### src/sdlpc_params.svh
// Constants of the shared digital I/O and LCD pin control block.
// Assumes inclusion by bare name from the router and top design files of the block.
`ifndef SDLPC_PARAMS_SVH
`define SDLPC_PARAMS_SVH

// Pin counts and pin group boundaries
`define SDLPC_NPIN          59
`define SDLPC_DIR_SEG_PIN   24
`define SDLPC_DATA_SEG_PIN  36
`define SDLPC_DED_PIN       56
`define SDLPC_SEG_OFS       20
`define SDLPC_SEG_FIRST     44
`define SDLPC_NSEGB         16
`define SDLPC_NSRC          13

// Bit positions inside shared and dedicated bytes
`define SDLPC_SEG_DIR_BIT   3
`define SDLPC_SEG_DATA_BIT  0
`define SDLPC_SEG_HI_OFS    4
`define SDLPC_DED_DIR_BIT   7
`define SDLPC_DED_DATA_BIT  4

// Processor port registers
`define SDLPC_A_PORT0       16'h0080
`define SDLPC_A_PORT1       16'h0090
`define SDLPC_A_PORT2       16'h00A0
`define SDLPC_A_PORT3       16'h00B0
`define SDLPC_A_PORT4       16'h00C0
`define SDLPC_A_DIR0        16'h00A2
`define SDLPC_A_DIR1        16'h0091
`define SDLPC_A_DIR2        16'h00A1

// I/O RAM registers
`define SDLPC_A_RSEL_LO     16'h2009
`define SDLPC_A_RSEL_HI     16'h200F
`define SDLPC_A_STAT        16'h2010
`define SDLPC_A_MASK        16'h2011
`define SDLPC_A_CTRL        16'h2012
`define SDLPC_A_MAP_LO      16'h2020
`define SDLPC_A_MAP_HI      16'h2023
`define SDLPC_A_SEG_LO      16'h203C
`define SDLPC_A_SEG_HI      16'h204B
`define SDLPC_A_DED_LO      16'h2050
`define SDLPC_A_DED_HI      16'h2052

// Control register fields
`define SDLPC_C_OPT_IO      0
`define SDLPC_C_EE_SEL      1
`define SDLPC_C_PW_EN       2
`define SDLPC_C_PV_EN       3
`define SDLPC_C_PX_EN       4
`define SDLPC_C_PY_EN       5

// Resource selector codes
`define SDLPC_R_T0          3'h2
`define SDLPC_R_T1          3'h3
`define SDLPC_R_HI_RISE     3'h4
`define SDLPC_R_LO_RISE     3'h5
`define SDLPC_R_HI_FALL     3'h6
`define SDLPC_R_LO_FALL     3'h7

// Reset values
`define SDLPC_RST_BYTE      8'h00
`define SDLPC_RST_CTRL      8'h00

`endif

### src/sdlpc_pkg.sv
// Types shared by the pin control block.
// Assumes sdlpc_params.svh is available on the include path.
package sdlpc_pkg;
   typedef logic [15:0] sdlpc_addr_t;
   typedef logic [7:0]  sdlpc_byte_t;
   typedef logic [2:0]  sdlpc_sel_t;
endpackage

### src/sdlpc_route.sv
// One resource router: turns a source level and its selector into resource requests.
// Assumes the caller registers the previous level and ORs all routers together.
`timescale 1ns/1ps
`include "sdlpc_params.svh"

module sdlpc_route (
   input  wire sdlpc_pkg::sdlpc_sel_t sel,
   input  wire logic                  lvl,
   input  wire logic                  prev,
   output logic                       t0_clk,
   output logic                       t1_clk,
   output logic                       hi_evt,
   output logic                       lo_evt
);
   import sdlpc_pkg::*;

   logic rise;
   logic fall;

   // Edges of the actual pin level, so own driven pulses count too
   assign rise = lvl & ~prev;
   assign fall = ~lvl & prev;

   // Decode of the selector code; codes 0 and 1 route nothing
   always_comb begin
      t0_clk = 1'b0;
      t1_clk = 1'b0;
      hi_evt = 1'b0;
      lo_evt = 1'b0;
      case (sel)
         `SDLPC_R_T0:      t0_clk = lvl;
         `SDLPC_R_T1:      t1_clk = lvl;
         `SDLPC_R_HI_RISE: hi_evt = rise;
         `SDLPC_R_LO_RISE: lo_evt = rise;
         `SDLPC_R_HI_FALL: hi_evt = fall;
         `SDLPC_R_LO_FALL: lo_evt = fall;
         default:          t0_clk = 1'b0;
      endcase
   end
endmodule

### src/sdlpc_top.sv
// Shared digital I/O and LCD segment pin control, with resource routing.
// Assumes a single-cycle register port and pad logic that resolves out/oe.
`timescale 1ns/1ps
`include "sdlpc_params.svh"

module sdlpc_top (
   input  wire logic                      mclk,
   input  wire logic                      rst,
   input  wire sdlpc_pkg::sdlpc_addr_t    addr,
   input  wire sdlpc_pkg::sdlpc_byte_t    wdata,
   input  wire logic                      wr_stb,
   input  wire logic                      rd_stb,
   output sdlpc_pkg::sdlpc_byte_t         rdata,
   input  wire logic [`SDLPC_NPIN-1:0]    general_pin_in,
   output logic [`SDLPC_NPIN-1:0]         general_pin_out,
   output logic [`SDLPC_NPIN-1:0]         general_pin_oe,
   output logic [`SDLPC_NPIN-1:0]         pin_lcd_select,
   input  wire logic                      push_button_input,
   input  wire logic                      uart_tx_data,
   output logic                           uart_rx_data,
   input  wire logic                      real_energy_pulse,
   input  wire logic                      reactive_energy_pulse,
   input  wire logic                      extra_pulse_x,
   input  wire logic                      extra_pulse_y,
   input  wire logic                      ee_clk,
   input  wire logic                      ee_data_out,
   input  wire logic                      ee_data_oe,
   output logic                           ee_data_in,
   output logic                           counter_zero_clock,
   output logic                           counter_one_clock,
   output logic                           high_priority_pin_irq,
   output logic                           low_priority_pin_irq,
   output logic                           irq
);
   import sdlpc_pkg::*;

   localparam int NP = `SDLPC_NPIN;
   localparam int NS = `SDLPC_NSRC;

   // Register storage
   logic [39:0]      port_data_ff;
   logic [23:0]      dir_ff;
   sdlpc_byte_t      seg_ff [`SDLPC_NSEGB];
   sdlpc_byte_t      ded_ff [3];
   logic [31:0]      map_ff;
   sdlpc_byte_t      rsel_ff [7];
   sdlpc_byte_t      ctrl_ff;
   logic [1:0]       stat_ff;
   logic [1:0]       mask_ff;
   sdlpc_byte_t      rdata_ff;

   // Pin and routing state
   logic [NP-1:0]    pin_out_ff;
   logic [NP-1:0]    pin_oe_ff;
   logic [NP-1:0]    lcd_ff;
   logic [NS-1:0]    src_prev_ff;
   logic             t0_ff;
   logic             t1_ff;
   logic             hi_ff;
   logic             lo_ff;
   logic             irq_ff;
   logic             rx_ff;
   logic             ee_in_ff;

   // Combinational values
   logic [NP-1:0]    nxt_pin_out;
   logic [NP-1:0]    nxt_pin_oe;
   logic [NP-1:0]    nxt_lcd;
   logic [NP-1:0]    pin_dir;
   sdlpc_byte_t      seg_rd [`SDLPC_NSEGB];
   sdlpc_byte_t      ded_rd [3];
   sdlpc_byte_t      nxt_rdata;
   logic [NS-1:0]    src_lvl;
   logic [NS-1:0]    r_t0;
   logic [NS-1:0]    r_t1;
   logic [NS-1:0]    r_hi;
   logic [NS-1:0]    r_lo;
   logic [1:0]       nxt_stat;
   logic [1:0]       stat_clr;
   logic             seg_hit;
   logic [3:0]       seg_idx;
   logic             map_hit;
   logic [1:0]       map_idx;
   logic             rsel_hit;
   logic [2:0]       rsel_idx;
   logic             ded_hit;
   logic [1:0]       ded_idx;

   // Byte and bit position of a segment field that belongs to a shared pin
   function automatic int seg_byte(input int pin);
      return ((pin + `SDLPC_SEG_OFS) / 2) - (`SDLPC_SEG_FIRST / 2);
   endfunction

   function automatic int seg_pos(input int pin, input int fld);
      return (((pin + `SDLPC_SEG_OFS) % 2) * `SDLPC_SEG_HI_OFS) + fld;
   endfunction

   // Address range decode for the register groups
   always_comb begin
      seg_hit  = (addr >= `SDLPC_A_SEG_LO) && (addr <= `SDLPC_A_SEG_HI);
      map_hit  = (addr >= `SDLPC_A_MAP_LO) && (addr <= `SDLPC_A_MAP_HI);
      rsel_hit = (addr >= `SDLPC_A_RSEL_LO) && (addr <= `SDLPC_A_RSEL_HI);
      ded_hit  = (addr >= `SDLPC_A_DED_LO) && (addr <= `SDLPC_A_DED_HI);
      seg_idx  = 4'(addr - `SDLPC_A_SEG_LO);
      map_idx  = 2'(addr - `SDLPC_A_MAP_LO);
      rsel_idx = 3'(addr - `SDLPC_A_RSEL_LO);
      ded_idx  = 2'(addr - `SDLPC_A_DED_LO);
   end

   // Port data and direction registers for the low pins
   always_ff @(posedge mclk) begin
      if (rst) begin
         port_data_ff <= '0;
         dir_ff       <= '0;
      end else if (wr_stb) begin
         case (addr)
            `SDLPC_A_PORT0: port_data_ff[7:0]   <= wdata;
            `SDLPC_A_PORT1: port_data_ff[15:8]  <= wdata;
            `SDLPC_A_PORT2: port_data_ff[23:16] <= wdata;
            `SDLPC_A_PORT3: port_data_ff[31:24] <= wdata;
            `SDLPC_A_PORT4: port_data_ff[39:32] <= wdata;
            `SDLPC_A_DIR0:  dir_ff[7:0]         <= wdata;
            `SDLPC_A_DIR1:  dir_ff[15:8]        <= wdata;
            `SDLPC_A_DIR2:  dir_ff[23:16]       <= wdata;
            default:        dir_ff              <= dir_ff;
         endcase
      end
   end

   // Shared segment bytes are written whole; firmware keeps the other half intact
   always_ff @(posedge mclk) begin
      if (rst) begin
         for (int b = 0; b < `SDLPC_NSEGB; b++) begin
            seg_ff[b] <= `SDLPC_RST_BYTE;
         end
      end else if (wr_stb && seg_hit) begin
         seg_ff[seg_idx] <= wdata;
      end
   end

   // Dedicated pin bytes and pin function map
   always_ff @(posedge mclk) begin
      if (rst) begin
         for (int b = 0; b < 3; b++) begin
            ded_ff[b] <= `SDLPC_RST_BYTE;
         end
         map_ff <= '0;
      end else if (wr_stb) begin
         if (ded_hit && (ded_idx != 2'h3)) begin
            ded_ff[ded_idx] <= wdata;
         end
         if (map_hit) begin
            map_ff[8*map_idx +: 8] <= wdata;
         end
      end
   end

   // Resource selectors, two 3-bit fields per byte
   always_ff @(posedge mclk) begin
      if (rst) begin
         for (int b = 0; b < 7; b++) begin
            rsel_ff[b] <= `SDLPC_RST_BYTE;
         end
      end else if (wr_stb && rsel_hit) begin
         rsel_ff[rsel_idx] <= wdata & 8'h77;
      end
   end

   // Control register and interrupt mask
   always_ff @(posedge mclk) begin
      if (rst) begin
         ctrl_ff <= `SDLPC_RST_CTRL;
         mask_ff <= '0;
      end else if (wr_stb) begin
         if (addr == `SDLPC_A_CTRL) begin
            ctrl_ff <= wdata & 8'h3F;
         end
         if (addr == `SDLPC_A_MASK) begin
            mask_ff <= wdata[1:0];
         end
      end
   end

   // Pin resolution: direction, data, function and alternate uses
   always_comb begin
      nxt_pin_out = '0;
      nxt_pin_oe  = '0;
      nxt_lcd     = '0;
      pin_dir     = '0;
      for (int b = 0; b < `SDLPC_NSEGB; b++) begin
         seg_rd[b] = seg_ff[b];
      end
      for (int b = 0; b < 3; b++) begin
         ded_rd[b] = ded_ff[b];
      end
      for (int i = 0; i < NP; i++) begin
         if (i < `SDLPC_DIR_SEG_PIN) begin
            pin_dir[i] = dir_ff[i];
         end else if (i < `SDLPC_DED_PIN) begin
            pin_dir[i] = seg_ff[seg_byte(i)][seg_pos(i, `SDLPC_SEG_DIR_BIT)];
         end else begin
            pin_dir[i] = ded_ff[i-`SDLPC_DED_PIN][`SDLPC_DED_DIR_BIT];
         end
         if ((i >= `SDLPC_DIR_SEG_PIN) && (i < `SDLPC_DED_PIN)) begin
            nxt_lcd[i] = map_ff[i-`SDLPC_DIR_SEG_PIN];
         end
         if (i < `SDLPC_DATA_SEG_PIN) begin
            nxt_pin_out[i] = port_data_ff[i];
         end else if (i < `SDLPC_DED_PIN) begin
            nxt_pin_out[i] = seg_ff[seg_byte(i)][seg_pos(i, `SDLPC_SEG_DATA_BIT)];
            if (!nxt_lcd[i] && !pin_dir[i]) begin
               seg_rd[seg_byte(i)][seg_pos(i, `SDLPC_SEG_DATA_BIT)] = general_pin_in[i];
            end
         end else begin
            nxt_pin_out[i] = ded_ff[i-`SDLPC_DED_PIN][`SDLPC_DED_DATA_BIT];
            if (!pin_dir[i]) begin
               ded_rd[i-`SDLPC_DED_PIN][`SDLPC_DED_DATA_BIT] = general_pin_in[i];
            end
         end
         nxt_pin_oe[i] = !nxt_lcd[i] && pin_dir[i];
      end
      // Optical port owns pins 1 and 2 unless they are released as I/O
      if (!ctrl_ff[`SDLPC_C_OPT_IO]) begin
         nxt_pin_out[1] = uart_tx_data;
         nxt_pin_oe[1]  = 1'b1;
         nxt_pin_oe[2]  = 1'b0;
      end
      // EEPROM engine takes the clock and data lines
      if (ctrl_ff[`SDLPC_C_EE_SEL]) begin
         nxt_pin_out[4] = ee_clk;
         nxt_pin_oe[4]  = 1'b1;
         nxt_pin_out[5] = ee_data_out;
         nxt_pin_oe[5]  = ee_data_oe;
      end
      // Engine pulses replace port data only on pins already set as outputs
      if (ctrl_ff[`SDLPC_C_PW_EN] && pin_dir[6]) begin
         nxt_pin_out[6] = real_energy_pulse;
      end
      if (ctrl_ff[`SDLPC_C_PV_EN] && pin_dir[7]) begin
         nxt_pin_out[7] = reactive_energy_pulse;
      end
      if (ctrl_ff[`SDLPC_C_PX_EN] && pin_dir[8]) begin
         nxt_pin_out[8] = extra_pulse_x;
      end
      if (ctrl_ff[`SDLPC_C_PY_EN] && pin_dir[9]) begin
         nxt_pin_out[9] = extra_pulse_y;
      end
   end

   // Pin drive registers; the push button has no driver at all
   always_ff @(posedge mclk) begin
      if (rst) begin
         pin_out_ff <= '0;
         pin_oe_ff  <= '0;
         lcd_ff     <= '0;
         rx_ff      <= 1'b0;
         ee_in_ff   <= 1'b0;
      end else begin
         pin_out_ff <= nxt_pin_out;
         pin_oe_ff  <= nxt_pin_oe;
         lcd_ff     <= nxt_lcd;
         rx_ff      <= general_pin_in[2];
         ee_in_ff   <= general_pin_in[5];
      end
   end

   // Sources: button on selector 0, pins 0..10 on 1..11, receive pin on 12
   always_comb begin
      src_lvl[0] = push_button_input;
      for (int k = 1; k < NS - 1; k++) begin
         src_lvl[k] = general_pin_in[k-1];
      end
      src_lvl[NS-1] = general_pin_in[2];
   end

   genvar g;
   generate
      for (g = 0; g < NS; g++) begin : g_route
         sdlpc_route u_route (
            .sel    ((g % 2 == 1) ? rsel_ff[g/2][6:4] : rsel_ff[g/2][2:0]),
            .lvl    (src_lvl[g]),
            .prev   (src_prev_ff[g]),
            .t0_clk (r_t0[g]),
            .t1_clk (r_t1[g]),
            .hi_evt (r_hi[g]),
            .lo_evt (r_lo[g])
         );
      end
   endgenerate

   // Combined resources; OR of all sources sharing one resource
   always_ff @(posedge mclk) begin
      if (rst) begin
         src_prev_ff <= '0;
         t0_ff       <= 1'b0;
         t1_ff       <= 1'b0;
         hi_ff       <= 1'b0;
         lo_ff       <= 1'b0;
      end else begin
         src_prev_ff <= src_lvl;
         t0_ff       <= |r_t0;
         t1_ff       <= |r_t1;
         hi_ff       <= |r_hi;
         lo_ff       <= |r_lo;
      end
   end

   // Sticky status, write one to clear; a new event beats the clear
   always_comb begin
      stat_clr = (wr_stb && (addr == `SDLPC_A_STAT)) ? wdata[1:0] : 2'h0;
      nxt_stat = (stat_ff & ~stat_clr) | {|r_lo, |r_hi};
   end

   always_ff @(posedge mclk) begin
      if (rst) begin
         stat_ff <= '0;
         irq_ff  <= 1'b0;
      end else begin
         stat_ff <= nxt_stat;
         irq_ff  <= |(nxt_stat & mask_ff);
      end
   end

   // Read mux; port reads show pin levels, shared bytes show live input data
   always_comb begin
      nxt_rdata = 8'h00;
      if (seg_hit) begin
         nxt_rdata = seg_rd[seg_idx];
      end else if (map_hit) begin
         nxt_rdata = map_ff[8*map_idx +: 8];
      end else if (rsel_hit) begin
         nxt_rdata = rsel_ff[rsel_idx];
      end else if (ded_hit && (ded_idx != 2'h3)) begin
         nxt_rdata = ded_rd[ded_idx];
      end else begin
         case (addr)
            `SDLPC_A_PORT0: nxt_rdata = general_pin_in[7:0];
            `SDLPC_A_PORT1: nxt_rdata = general_pin_in[15:8];
            `SDLPC_A_PORT2: nxt_rdata = general_pin_in[23:16];
            `SDLPC_A_PORT3: nxt_rdata = general_pin_in[31:24];
            `SDLPC_A_PORT4: nxt_rdata = {4'h0, general_pin_in[35:32]};
            `SDLPC_A_DIR0:  nxt_rdata = dir_ff[7:0];
            `SDLPC_A_DIR1:  nxt_rdata = dir_ff[15:8];
            `SDLPC_A_DIR2:  nxt_rdata = dir_ff[23:16];
            `SDLPC_A_STAT:  nxt_rdata = {6'h00, stat_ff};
            `SDLPC_A_MASK:  nxt_rdata = {6'h00, mask_ff};
            `SDLPC_A_CTRL:  nxt_rdata = ctrl_ff;
            default:        nxt_rdata = 8'h00;
         endcase
      end
   end

   // Read data stands only in the cycle after the strobe
   always_ff @(posedge mclk) begin
      if (rst) begin
         rdata_ff <= 8'h00;
      end else begin
         rdata_ff <= rd_stb ? nxt_rdata : 8'h00;
      end
   end

   assign rdata                 = rdata_ff;
   assign general_pin_out       = pin_out_ff;
   assign general_pin_oe        = pin_oe_ff;
   assign pin_lcd_select        = lcd_ff;
   assign uart_rx_data          = rx_ff;
   assign ee_data_in            = ee_in_ff;
   assign counter_zero_clock    = t0_ff;
   assign counter_one_clock     = t1_ff;
   assign high_priority_pin_irq = hi_ff;
   assign low_priority_pin_irq  = lo_ff;
   assign irq                   = irq_ff;

   // Checks on pin resolution and routing
   AST_DIR_SEG: assert property (@(posedge mclk) disable iff (rst)
      !$past(rst) |-> general_pin_oe[43] == $past(!map_ff[19] && seg_ff[9][7]))
      else $error("pin 43 direction not from segment bit 3");
   AST_DATA_SEG: assert property (@(posedge mclk) disable iff (rst)
      !$past(rst) |-> general_pin_out[43] == $past(seg_ff[9][4]))
      else $error("pin 43 data not from segment field bit 0");
   AST_DED_PIN: assert property (@(posedge mclk) disable iff (rst)
      !$past(rst) |-> general_pin_oe[57] == $past(ded_ff[1][7])
         && general_pin_out[57] == $past(ded_ff[1][4]))
      else $error("pin 57 not from its dedicated byte");
   AST_EE_PINS: assert property (@(posedge mclk) disable iff (rst)
      $past(ctrl_ff[1]) && !$past(rst) |-> general_pin_oe[4]
         && general_pin_out[4] == $past(ee_clk))
      else $error("EEPROM clock not on pin 4");
   AST_PULSE_W: assert property (@(posedge mclk) disable iff (rst)
      $past(ctrl_ff[2] && dir_ff[6]) && !$past(rst)
         |-> general_pin_out[6] == $past(real_energy_pulse))
      else $error("real energy pulse not on pin 6");
   AST_PULSE_Y: assert property (@(posedge mclk) disable iff (rst)
      $past(ctrl_ff[5] && dir_ff[9]) && !$past(rst)
         |-> general_pin_out[9] == $past(extra_pulse_y))
      else $error("extra pulse Y not on pin 9");
   AST_OPTICAL_TRANSMIT_PIN: assert property (@(posedge mclk) disable iff (rst)
      !$past(ctrl_ff[0]) && !$past(rst) |-> general_pin_oe[1] && !general_pin_oe[2]
         && general_pin_out[1] == $past(uart_tx_data))
      else $error("optical transmit not on pin 1");
   AST_BTN_RISE: assert property (@(posedge mclk) disable iff (rst)
      push_button_input && !src_prev_ff[0] && rsel_ff[0][2:0] == 3'h4
         |=> high_priority_pin_irq && stat_ff[0])
      else $error("button rise did not reach high priority irq");
   AST_LCD_NODRV: assert property (@(posedge mclk) disable iff (rst)
      $past(map_ff[19]) && !$past(rst) |-> !general_pin_oe[43] && pin_lcd_select[43])
      else $error("pin 43 driven while in segment use");
   AST_OR_T0: assert property (@(posedge mclk) disable iff (rst)
      src_lvl[1] && rsel_ff[0][6:4] == 3'h2 |=> counter_zero_clock)
      else $error("counter 0 clock misses a selected source");
endmodule

### config.mk
export PLATFORM = sky130hd
export DESIGN_NAME = sdlpc_top
export DESIGN_NICKNAME = d
export VERILOG_FILES = /design/src/sdlpc_pkg.sv /design/src/sdlpc_route.sv /design/src/sdlpc_top.sv
export VERILOG_INCLUDE_DIRS = /design/src /design/src/src
export SDC_FILE = /design/constraint.sdc
export NUM_CORES = 1
export LEC_CHECK = 0
export BUFFER_PORTS_ARGS = -buffer_cell sky130_fd_sc_hd__clkbuf_2
export CORE_UTILIZATION = 30
export CTS_BUF_LIST = sky130_fd_sc_hd__clkbuf_4
export DETAILED_ROUTE_END_ITERATION = 10
export GPL_TIMING_DRIVEN = 0
export PLACE_DENSITY = 0.5
export RECOVER_POWER = 50
export SYNTH_ARGS = -nofsm -noshare
export SYNTH_HDL_FRONTEND = slang
export SYNTH_SLANG_ARGS = --single-unit
### constraint.sdc
create_clock -name mclk -period 8.6 [get_ports mclk]
set_clock_uncertainty 0.1 [all_clocks]
set_input_delay 1.72 -clock mclk [delete_from_list [all_inputs] [get_ports mclk]]
set_output_delay 1.72 -clock mclk [all_outputs]
set_load 0.02 [all_outputs]
==> results.sh <==
export IMPL_run_status="finished, violations left"
export IMPL_violations="capacitance limit, slew limit"
export IMPL_ir_drop_mv=0.110
export IMPL_layout_commonest_cell="dfxtp_1"
export IMPL_via_per_inst=5.24
export IMPL_final_cell_mix="283 x dfxtp_1, 260 x clkbuf_1, 227 x nand2_1, 201 x clkbuf_4, 194 x edfxtp_1"
export IMPL_ios=288
export IMPL_synth_edf_count=194
export IMPL_drt_pre_antenna_iters=5
export IMPL_drc=0
export IMPL_yosysSeqAreaShare_pct=56.7
export IMPL_routed_wl_um=85600
export IMPL_clock_sinks=477
export IMPL_start_util_pct=30.5
export IMPL_clockRootBuffer="clkbuf_4"
export IMPL_worstPathArrival_ns=6.96
export IMPL_track_usage_pct=24.7
export IMPL_finalHoldViolations=0
export IMPL_antenna_found_initial=9
export IMPL_numCtsBuffers=135
export IMPL_routedWlPerCell_um=26.2
export IMPL_slew_viol_final=8
export IMPL_grt_max_degree=17
export IMPL_cts_resized=0
export IMPL_slew_headroom_pct=-2.68
export IMPL_nets=2404
export IMPL_die_w_um=262
export IMPL_cts_setup_buffers=0
export IMPL_synth_compound_area_share_pct=8.03
export IMPL_power_mw=5.07
export IMPL_synth_async_sr_flop_share_pct=0
export IMPL_htree_num_levels=4
export IMPL_clk_latency_ns=1.00
export IMPL_synth_top_family_by_area="simple AND/OR/NAND/NOR gates"
export IMPL_place_inst=3025
export IMPL_synthXorXnorAreaFrac_pct=0.124
export IMPL_whs_ns=0.351
export IMPL_portBuffers=256
export IMPL_die_y_um=262
export IMPL_synthMuxAreaShare_pct=8.99
export IMPL_yosys_most_used_dff="dfxtp_1"
export IMPL_fin_util_pct=36.7
export IMPL_synth_area_um2=20300
export IMPL_maxCapViolCount=1
export IMPL_crit_type="primary input to flip-flop"
export IMPL_synth_simple_gate_area_share_pct=21.8
export IMPL_ant_nets=0
export IMPL_syn2layout_area_growth_pct=20.1
export IMPL_yosysWarnings=0
export IMPL_min_delay_path_class="flip-flop to flip-flop"
export IMPL_grt_pass1_vias=16874
export IMPL_ctsHoldBuffers=0
export IMPL_design_die_area_um2=68600
export IMPL_finalCriticalPeriod_ns=6.47
export IMPL_stdcell_count=3269
export IMPL_cp_start_kind="primary input"
export IMPL_power_density_nw_per_um2=208
export IMPL_ys_seq_elements=477
export IMPL_leakage_nw=8.82
export IMPL_synth_fa_ha_area_share_pct=0.618
export IMPL_post_dp_hpwl_um=63900
export IMPL_gp_congestion=0.936
export IMPL_synth_cells=1870
export IMPL_coreArea_um2=66300
export IMPL_avgSynthCellArea_um2=10.8
export IMPL_synth_cell_types=76
export IMPL_clkTransAtPathRegs_ns=0.06
export IMPL_setup_tns_final_ns=0
export IMPL_setup_viol=0
export IMPL_crit_path_end_kind="flip-flop"
export IMPL_initialDrtViolationCount=1907
export IMPL_path_max_fanout=10
export IMPL_grt_pass1_wl_um=119000
export IMPL_vias=17127
export IMPL_clk_path_buf_depth=3
export IMPL_cts_tree="yes"
export IMPL_max_slew_worst_pin_slew_ns=1.53
export IMPL_drive_gt1_share_pct=18.4
export IMPL_grt_overflow=0
export IMPL_row_count=94
export IMPL_period_share_pct=75.3
export IMPL_worst_endpoint_required_ns=9.09
export IMPL_max_freq_ghz=0.155
export IMPL_rsz0062_at_grt="no"
worst paths after layout:
check,start,endpoint,slack (ns),cells past startpoint
worst max-delay path,addr[0],rsel_ff[0][4]$_SDFFCE_PN0P_,2.13,10
worst min-delay path,port_data_ff[31]$_SDFFE_PP0P_,port_data_ff[31]$_SDFFE_PP0P_,0.35,2
worst max register to register,rsel_ff[5][1]$_DFFE_PP_,irq$_SDFF_PP0_,5.77,6
worst min register to register,port_data_ff[31]$_SDFFE_PP0P_,port_data_ff[31]$_SDFFE_PP0P_,0.35,2
registers in the layout (all words and copies together), names as in the netlist, 32 cells and up:
signal and count:
general_pin_oe 59, general_pin_out 59, map_ff 32, pin_lcd_select 32
port_data_ff 36, rsel_ff 48, seg_ff 128
critical path: stages:
cell and delay [ns]:
clkbuf_1 0.18, clkbuf_1 0.63, clkbuf_1 0.87, inv_1 0.54, ha_1 0.46, nand2b_1 0.11, a21oi_1 0.09, nor4_1 1.16
nand3_1 0.38, o21ai_0 0.78
per-layer routing:
layer	part of all wire (%)	global-route usage [%]
met2	46	38.6
met4	3.3	10.2
met3	9.3	7.20
met5	0.046	0
met1	41	31.8
area by class of cell:
cell class                      instances  area (um2)
Buffer                                144         673
Inverter                               18        67.6
Tap cell                              864        1080
Multi-Input combinational cell       1257        8100
Antenna cell                            4        10.0
Clock inverter                         39         259
Fill cell                            6816       42000
Clock buffer                          201        1510
Sequential cell                       477       11500
Timing Repair Buffer                  265        1140
report_power, final:
part | total (mW) | internal (mW) | switching [mW]
Sequential | 2.46 | 2.42 | 0.0464
Combinational | 0.424 | 0.132 | 0.292
Clock | 2.18 | 1.16 | 1.02
Total | 5.07 | 3.71 | 1.35
cells in the mapped netlist, drive strengths merged (5+ instances only):
library cell  number  area, um2
dfxtp            283       5670
nand2            230        871
edfxtp           194       5830
nor2             188        721
nor2b            132        826
clkbuf            87        328
o21ai             79        395
a21oi             66        330
and2              65        407
buf               57        353
mux2i             56        561
mux4              50       1130
nor3b             48        360
and3              46        288
nand3             42        210
a22oi             24        180
nor3              18        101
o211ai            18        135
inv               17       63.8
and3b             13        114
mux2              12        135
nand3b            11       82.6
o22ai             11       68.8
ha                10        125
nor4b              8        115
a32oi              7       61.3
nand4              7       43.8
a31oi              6       37.5
nand4b             6       52.6
or3                6       37.5
a211oi             5       42.5
nor4               5       52.6
o2111ai            5       43.8
or2                5       31.3
cells by family after synthesis:
family	count (synthesis)
other	1
XOR/XNOR	2
adder cells (fa/ha/maj)	10
AO/OA/AOI/OAI	258
flip-flops	477
AND/OR/NAND/NOR	842
multiplexers	118
buffers and inverters	162
per-stage QoR:
step,setup slack [ns],cell area (um2)
after floorplan,3.92,20400
after global placement,2.59,22700
after detailed placement,2.58,22800
after CTS,3.60,24600
after global routing,1.80,24300
final,2.13,24300
(Power assumes the default switching activity.)
